## config.mk

```make
export PLATFORM = sky130hd
export DESIGN_NAME = sap_host_port
export DESIGN_NICKNAME = d
export VERILOG_FILES = /design/src/include/sap_pkg.sv /design/src/include/sap_if.sv /design/src/hdl/sap_sar_engine.sv /design/src/hdl/sap_host_port.sv
export VERILOG_INCLUDE_DIRS = /design/src /design/src/include
export SDC_FILE = /design/constraint.sdc
export NUM_CORES = 1
export LEC_CHECK = 0
export ABC_AREA = 1
export BUFFER_PORTS_ARGS = -buffer_cell sky130_fd_sc_hd__buf_4
export CORE_MARGIN = 2
export CORE_UTILIZATION = 55
export CTS_BUF_LIST = sky130_fd_sc_hd__clkbuf_16
export CTS_CLUSTER_DIAMETER = 150
export CTS_CLUSTER_SIZE = 12
export DETAILED_ROUTE_END_ITERATION = 7
export PLACE_DENSITY = 0.76
export SLEW_MARGIN = 25
export SYNTH_ARGS = -nofsm -noshare
export SYNTH_HDL_FRONTEND = slang
export SYNTH_SLANG_ARGS = --single-unit
```

## constraint.sdc

```tcl
create_clock -name clk_sys -period 4.7 [get_ports clk_sys]
set_clock_uncertainty 0.1 [all_clocks]
set_input_delay 0.705 -clock clk_sys [delete_from_list [all_inputs] [get_ports clk_sys]]
set_output_delay 0.705 -clock clk_sys [all_outputs]
set_load 0.02 [all_outputs]
```

## src/include/sap_params.svh

```systemverilog
`ifndef SAP_PARAMS_SVH
`define SAP_PARAMS_SVH

// Control byte field positions
`define SAP_ADDR_MSB 2
`define SAP_SGL_BIT 3
`define SAP_UNI_BIT 4
`define SAP_ACQMOD_BIT 5
`define SAP_PD0_BIT 6
`define SAP_PD1_BIT 7

// Clock-mode selections on the two top control bits
`define SAP_PD_EXT_CLK 2'h2
`define SAP_PD_INT_CLK 2'h3

// Timing counts in conversion-clock falling edges
`define SAP_CONV_TICKS 4'hd
`define SAP_CONV_LAST 4'hc
`define SAP_ACQ_TICKS 2'h3

// Internal oscillator period and system clock period
`define SAP_INT_CLK_NS 132
`define SAP_SYS_CLK_NS 10

// Reset value of the control byte, start value of the trial mask
`define SAP_RST_CFG 8'h00
`define SAP_SAR_MSB 12'h800

`endif

```

## src/include/sap_pkg.sv

```systemverilog
package sap_pkg;

    typedef enum logic [1:0] {
        SAP_IDLE,
        SAP_ACQ_EXT,
        SAP_ACQ_INT,
        SAP_CONV
    } sap_phase_t;

    typedef struct packed {
        sap_phase_t phase;
        logic [7:0] cfg;
        logic clk_int;
        logic [1:0] acq_cnt;
        logic [7:0] div_cnt;
        logic tick;
        logic wr_prev;
        logic rd_prev;
        logic clk_prev;
        logic done_n;
        logic rd_active;
        logic [11:0] result;
        logic [7:0] dout;
        logic dout_oe;
        logic done_oe;
        logic track;
        logic [2:0] pos_sel;
        logic [2:0] neg_sel;
        logic neg_com;
        logic hold_neg;
        logic [11:0] dac;
        logic start;
        logic abort;
    } sap_main_t;

    typedef struct packed {
        logic busy;
        logic [3:0] cnt;
        logic [11:0] code;
        logic [11:0] mask;
        logic done;
        logic hold_neg;
    } sap_eng_t;

endpackage : sap_pkg

```

## src/include/sap_if.sv

```systemverilog
`timescale 1ns/100ps
interface sap_if;
    logic start;
    logic abort;
    logic tick;
    logic cmp_keep;
    logic busy;
    logic hold_neg;
    logic done;
    logic [11:0] result;
    logic [11:0] dac_code;

    modport ctl (
        output start, abort, tick, cmp_keep,
        input busy, hold_neg, done, result, dac_code
    );
    modport eng (
        input start, abort, tick, cmp_keep,
        output busy, hold_neg, done, result, dac_code
    );
endinterface : sap_if

```

## src/hdl/sap_sar_engine.sv

```systemverilog
`timescale 1ns/100ps
`include "sap_params.svh"
module sap_sar_engine (
    input wire logic clk_sys,
    input wire logic rst_n,
    sap_if.eng bus
);
    sap_pkg::sap_eng_t s_ff;
    sap_pkg::sap_eng_t nxt_s;

    always_comb begin
        nxt_s = s_ff;
        nxt_s.done = 1'b0;
        if (bus.abort) begin
            nxt_s.busy = 1'b0;
            nxt_s.hold_neg = 1'b0;
        end
        if (bus.start) begin
            nxt_s.busy = 1'b1;
            nxt_s.cnt = 4'h0;
            nxt_s.code = 12'h000;
            nxt_s.mask = `SAP_SAR_MSB;
            nxt_s.hold_neg = 1'b0;
        end else if (s_ff.busy && bus.tick) begin
            if (s_ff.cnt == 4'h0) begin
                // First edge moves the hold node over and sets the MSB trial bit
                nxt_s.hold_neg = 1'b1;
                nxt_s.code = s_ff.mask;
            end else begin
                // Keep or drop the trial bit, then try the next one
                nxt_s.code = (bus.cmp_keep ? s_ff.code
                    : s_ff.code & ~s_ff.mask) | (s_ff.mask >> 1);
                nxt_s.mask = s_ff.mask >> 1;
                if (s_ff.cnt == `SAP_CONV_LAST) begin
                    nxt_s.busy = 1'b0;
                    nxt_s.done = 1'b1;
                    nxt_s.hold_neg = 1'b0;
                end
            end
            nxt_s.cnt = s_ff.cnt + 4'h1;
        end
    end

    always_ff @(posedge clk_sys or negedge rst_n) begin
        if (!rst_n) begin
            s_ff <= '0;
        end else begin
            s_ff <= nxt_s;
        end
    end

    assign bus.busy = s_ff.busy;
    assign bus.hold_neg = s_ff.hold_neg;
    assign bus.done = s_ff.done;
    assign bus.result = s_ff.code;
    assign bus.dac_code = s_ff.code;
endmodule : sap_sar_engine

```

## src/hdl/sap_host_port.sv

```systemverilog
`timescale 1ns/100ps
`include "sap_params.svh"
// Notes on behaviour
// - Done output goes low when result ready
// - Read fall with select low drives bus
// - Internal mode write captures byte, acquires, converts
// - External mode next write ends acquisition
// - Select high floats done and data
// - Twelve-bit result read as eight plus four
// - Single-ended: one channel against common pin
// - Differential: channel pair, positive side sampled
// - Hold capacitor tracks, then switch opens
// - Conversion flips hold, then successive approximation
// - High byte select picks upper nibble
// - Conversion takes thirteen clock edges
// - Done returns high on read or write
// - Write during conversion restarts acquisition
module sap_host_port #(
    parameter int NUM_CH = 8,
    parameter int INT_DIV = (`SAP_INT_CLK_NS + `SAP_SYS_CLK_NS / 2)
        / `SAP_SYS_CLK_NS
) (
    input wire logic clk_sys,
    input wire logic arst_n,
    input wire logic cs_n,
    input wire logic rd_n,
    input wire logic wr_n,
    input wire logic high_byte_select,
    input wire logic ext_clk,
    input wire logic [7:0] data_in,
    input wire logic cmp_keep,
    output logic [7:0] data_out,
    output logic data_oe,
    output logic done_n,
    output logic done_oe,
    output logic hold_capacitor_track,
    output logic hold_to_negative,
    output logic [2:0] pos_sel,
    output logic [2:0] neg_sel,
    output logic neg_is_common,
    output logic unipolar,
    output logic [11:0] dac_code
);
    localparam logic [2:0] CH_MASK = 3'(NUM_CH - 1);
    localparam logic [7:0] DIV_LAST = 8'(INT_DIV - 1);

    // ------------------------------------------------------------
    // Reset release
    // ------------------------------------------------------------
    logic [1:0] rst_sync_ff;
    logic rst_n;

    always_ff @(posedge clk_sys or negedge arst_n) begin
        if (!arst_n) begin
            rst_sync_ff <= 2'h0;
        end else begin
            rst_sync_ff <= {rst_sync_ff[0], 1'b1};
        end
    end
    assign rst_n = rst_sync_ff[1];

    // ------------------------------------------------------------
    // State
    // ------------------------------------------------------------
    sap_if eng_bus ();
    sap_pkg::sap_main_t s_ff;
    sap_pkg::sap_main_t nxt_s;
    logic wr_rise;
    logic rd_fall;
    logic [2:0] addr;

    assign wr_rise = ~s_ff.wr_prev & wr_n & ~cs_n;
    assign rd_fall = s_ff.rd_prev & ~rd_n & ~cs_n;
    assign addr = data_in[`SAP_ADDR_MSB:0] & CH_MASK;

    sap_sar_engine u_engine (
        .clk_sys(clk_sys),
        .rst_n(rst_n),
        .bus(eng_bus)
    );

    assign eng_bus.start = s_ff.start;
    assign eng_bus.abort = s_ff.abort;
    assign eng_bus.tick = s_ff.tick;
    assign eng_bus.cmp_keep = cmp_keep;

    // ------------------------------------------------------------
    // Next state
    // ------------------------------------------------------------
    always_comb begin
        nxt_s = s_ff;
        nxt_s.start = 1'b0;
        nxt_s.abort = 1'b0;
        nxt_s.tick = 1'b0;
        nxt_s.wr_prev = wr_n;
        nxt_s.rd_prev = rd_n;
        nxt_s.clk_prev = ext_clk;

        // Conversion clock: falling pin edge or divided system clock
        if (s_ff.clk_int) begin
            if (s_ff.div_cnt == DIV_LAST) begin
                nxt_s.div_cnt = 8'h00;
                nxt_s.tick = 1'b1;
            end else begin
                nxt_s.div_cnt = s_ff.div_cnt + 8'h01;
            end
        end else begin
            // A static pin in external mode never yields an edge
            nxt_s.tick = s_ff.clk_prev & ~ext_clk;
            nxt_s.div_cnt = 8'h00;
        end

        // A late abort ignores the engine's last done pulse
        if (eng_bus.done && !s_ff.abort) begin
            nxt_s.result = eng_bus.result;
            nxt_s.done_n = 1'b0;
            nxt_s.phase = sap_pkg::SAP_IDLE;
        end

        if (rd_fall) begin
            nxt_s.rd_active = 1'b1;
            // A finishing conversion beats the read that would clear it
            if (!eng_bus.done) begin
                nxt_s.done_n = 1'b1;
            end
        end
        if (rd_n || cs_n) begin
            nxt_s.rd_active = 1'b0;
        end

        if (s_ff.phase == sap_pkg::SAP_ACQ_INT && s_ff.tick) begin
            if (s_ff.acq_cnt == `SAP_ACQ_TICKS - 2'h1) begin
                nxt_s.track = 1'b0;
                nxt_s.start = 1'b1;
                nxt_s.phase = sap_pkg::SAP_CONV;
            end else begin
                nxt_s.acq_cnt = s_ff.acq_cnt + 2'h1;
            end
        end

        // Write handled last: it overrides the done, phase, track and start updates above
        if (wr_rise) begin
            nxt_s.cfg = data_in;
            nxt_s.done_n = 1'b1;
            nxt_s.abort = eng_bus.busy | s_ff.start;
            // A pending start must not survive a rewrite
            nxt_s.start = 1'b0;
            if (data_in[`SAP_PD1_BIT:`SAP_PD0_BIT] == `SAP_PD_INT_CLK) begin
                nxt_s.clk_int = 1'b1;
            end else if (data_in[`SAP_PD1_BIT:`SAP_PD0_BIT]
                == `SAP_PD_EXT_CLK) begin
                nxt_s.clk_int = 1'b0;
            end
            nxt_s.pos_sel = addr;
            if (data_in[`SAP_SGL_BIT]) begin
                nxt_s.neg_com = 1'b1;
                nxt_s.neg_sel = 3'h0;
            end else begin
                nxt_s.neg_com = 1'b0;
                nxt_s.neg_sel = addr ^ 3'h1;
            end
            if (s_ff.phase == sap_pkg::SAP_ACQ_EXT
                && !data_in[`SAP_ACQMOD_BIT]) begin
                nxt_s.track = 1'b0;
                nxt_s.start = 1'b1;
                nxt_s.abort = 1'b0;
                nxt_s.phase = sap_pkg::SAP_CONV;
            end else if (data_in[`SAP_ACQMOD_BIT]) begin
                nxt_s.track = 1'b1;
                nxt_s.phase = sap_pkg::SAP_ACQ_EXT;
            end else begin
                nxt_s.track = 1'b1;
                nxt_s.acq_cnt = 2'h0;
                nxt_s.phase = sap_pkg::SAP_ACQ_INT;
            end
        end

        // Pin images, registered so outputs come from flops
        if (high_byte_select) begin
            nxt_s.dout = {4'h0, nxt_s.result[11:8]};
        end else begin
            nxt_s.dout = nxt_s.result[7:0];
        end
        nxt_s.dout_oe = ~cs_n & nxt_s.rd_active;
        nxt_s.done_oe = ~cs_n;
        nxt_s.hold_neg = eng_bus.hold_neg;
        nxt_s.dac = eng_bus.dac_code;
    end

    always_ff @(posedge clk_sys or negedge rst_n) begin
        if (!rst_n) begin
            s_ff <= '0;
            s_ff.cfg <= `SAP_RST_CFG;
            s_ff.wr_prev <= 1'b1;
            s_ff.rd_prev <= 1'b1;
            s_ff.done_n <= 1'b1;
            s_ff.neg_com <= 1'b1;
        end else begin
            s_ff <= nxt_s;
        end
    end

    // ------------------------------------------------------------
    // Outputs
    // ------------------------------------------------------------
    assign data_out = s_ff.dout;
    assign data_oe = s_ff.dout_oe;
    assign done_n = s_ff.done_n;
    assign done_oe = s_ff.done_oe;
    assign hold_capacitor_track = s_ff.track;
    assign hold_to_negative = s_ff.hold_neg;
    assign pos_sel = s_ff.pos_sel;
    assign neg_sel = s_ff.neg_sel;
    assign neg_is_common = s_ff.neg_com;
    assign unipolar = s_ff.cfg[`SAP_UNI_BIT];
    assign dac_code = s_ff.dac;
endmodule : sap_host_port

```

==> results.md <==
- Drt wl/cell: between 10 and 15 µm
- Setup_tns: 0 ns
- Final wirelength: 7890 µm
- Kind of critical path: reg2reg
- Max Clk Rate: 520 MHz
- Yosys reg bits: 98
- Final cycle utilization of the critical path: 0.409
- Final setup fails: 0
- Placeable core area: approximately 7300 µm²
- DP Cell Count: 570
- Starting Density: 0.575
- Drt pass-1 iters: 5
- Row cnt: 31
- Residual DRC: 0
- Commonest non-fill, non-tap cell in the layout: nand2_1
- Die width: about 92 µm
- Die Ht: 91.6 µm
- CTS tree: built
- Vias per std cell: between 5 and 6
- CP endpoint kind: flop
- Post-synth EDFFs: 0
- Worst EP arrival: 2.08 ns
- Vias in the first global route: approximately 3,000
- Diode count: 0
- Reg2Reg Launch Point: u_engine.s_ff[26]
- Synthesized cell area: roughly 4200 µm²
- Post-CTS setup buffer count: 0
- CTS clk-pin slew, worst paths: 0.06 ns
- First-pass GRT wire length: around 14,000 µm
- CP startpoint: u_engine.s_ff[26]
- Clock sink count: between 90 and 100
- Status: complete, no violations
- P&R area growth vs syn: 12.4%
- PostCTS Resize Cnt: 0
- Reg-to-Reg End: u_engine.s_ff[11]
- Largest net degree at the start of global routing: 56
- Synth Flop Type: dfrtp_1
- Async SR Flop Fraction: 1.00
- Final Wtd Congestion: between 0.8 and 0.9
- Leakage: between 2 and 2.5 nW
- Clk_lat worst skew: 0.34 ns
- Hold/Removal Path Class: in2async
- Clock Tree Buf Depth: 2
- CTS Root Cell: clkbuf_16
- Worst vdd ir: around 260 µV
- Min cycle time layout: 1.92 ns
- H-tree depth: 3
- Post-DP HPWL: about 5300 µm
- I/O Buffers: between 40 and 50
- Crit start category: flop
- Antenna violations before repair: 0
- Max_slew headroom: 0.543
- Distinct cells, synth: 31
- Flop2flop setup slack: 2.78 ns
- Worst path required time: 4.86 ns
- Final max-slew violation count: 0
- Grt ovf: 0
- CTS Hold Buffers Added: 0
- Power per cell area: 527 nW/µm²
- Layout cells sized above 1: 0.168
- DR iter-0 viols: 138
- CP max FO: 15
- Remaining antenna violation count: 0
- Avg Cell Area, Syn: just over 9 µm²
- Most frequent cells in the layout: nand2_1, dfrtp_1, inv_1, buf_4, nand3_1
- Synthesized netlist net count: 482
- RSZ-0062 raised after global routing: no
- Synth warn: 0
- Fin. Hold Viols: 0
- Worst Tran Pin Value: 0.685 ns
- Ports: 49
- Mapped Cells: 460
- All-Layer GR Usage: 0.208
- Die area: 8390 µm²
- Max Cap Viol: 0
- Non-Filler Instances: 586
- Layout Nets: 504
- Seq/Total Area, Yosys: 0.583
- Total CTS buffers: 9
- Total number of vias: 3,018
- FF-to-FF path depth: 6
critical path, cell delays in order (launching register included):
cell	delay [ns]
dfrtp_1	0.40
inv_1	0.10
ha_1	0.47
nand2_2	0.30
nand2_2	0.17
nand2_2	0.13
o22ai_1	0.16
logic make-up after synthesis:
| group | after synthesis | share of synthesized area |
|---|---|---|
| flops | 98 | 0.583 |
| xor+xnor | 4 | 0.00831 |
| buf+inv | 91 | 0.110 |
| compound gates | 48 | 0.0632 |
| other cells | 1 | 0.000889 |
| simple gates | 212 | 0.217 |
| fa+ha+maj | 6 | 0.0178 |
where the power goes:
part	switching (mW)	internal, mW
clock network	0.309	0.412
logic	0.380	0.241
registers	0.138	1.02
total	0.827	1.67
worst max path at each step:
stage,to,slack [ns],depth (start not counted)
6_report,u_engine.s_ff[11],2.78,6
5_1_grt,u_engine.s_ff[7],2.63,6
4_1_cts,u_engine.s_ff[9],2.79,6
3_5_place_dp,eng_bus.start,2.77,6
3_3_place_gp,eng_bus.start,2.84,6
2_1_floorplan,dac_code[0],1.68,0
Yosys cell counts (9+ instances only):
| master | count | share of area |
|---|---|---|
| buf_4 | 26 | 0.046 |
| nand2_1 | 118 | 0.11 |
| buf_2 | 9 | 0.011 |
| dfrtp_1 | 94 | 0.56 |
| o21ai_1 | 24 | 0.028 |
| nand4_1 | 11 | 0.016 |
| nand3_1 | 37 | 0.044 |
| o21ai_0 | 9 | 0.011 |
| inv_1 | 48 | 0.043 |
| nor2_1 | 28 | 0.025 |
cell type report:
type	instances	area [µm²]
Tap cell	99	124
Timing Repair Buffer	49	368
Clock buffer	9	225
Fill cell	593	2590
Inverter	53	199
Clock inverter	7	68.8
Multi-Input combinational cell	271	1290
Sequential cell	98	2460
per-layer routing:
layer	vias to the layer above	share of wire	GRT usage
li1	1479	-	-
met1	1432	0.47	0.281
met2	97	0.47	0.329
met3	10	0.053	0.0415
met4	0	0.015	0.0896
met5	-	0	0
stage by stage:
step / hold WS (ns) / utilization / power (mW) / setup WS [ns] / area (µm²)
finish: 0.0295 / 0.647 / 2.50 / 2.78 / 4740
global route: 0.0200 / 0.647 / 2.65 / 2.63 / 4740
CTS: 0.0246 / 0.647 / 2.51 / 2.79 / 4740
detailed placement: 0.244 / 0.607 / 1.78 / 2.77 / 4450
global placement: 0.239 / 0.607 / 1.76 / 2.84 / 4450
floorplan: 0.231 / - / 1.66 / 1.68 / 4220
state kept, by name (all words and copies together) (netlist names), 2 cells and up:
signal and cells:
s_ff 32, u_engine.s_ff 16, dac_code 12, u_engine.bus.dac_code 12, data_out 8, neg_sel 3, rst_sync_ff 2
Power figures use the tool's default switching activity.
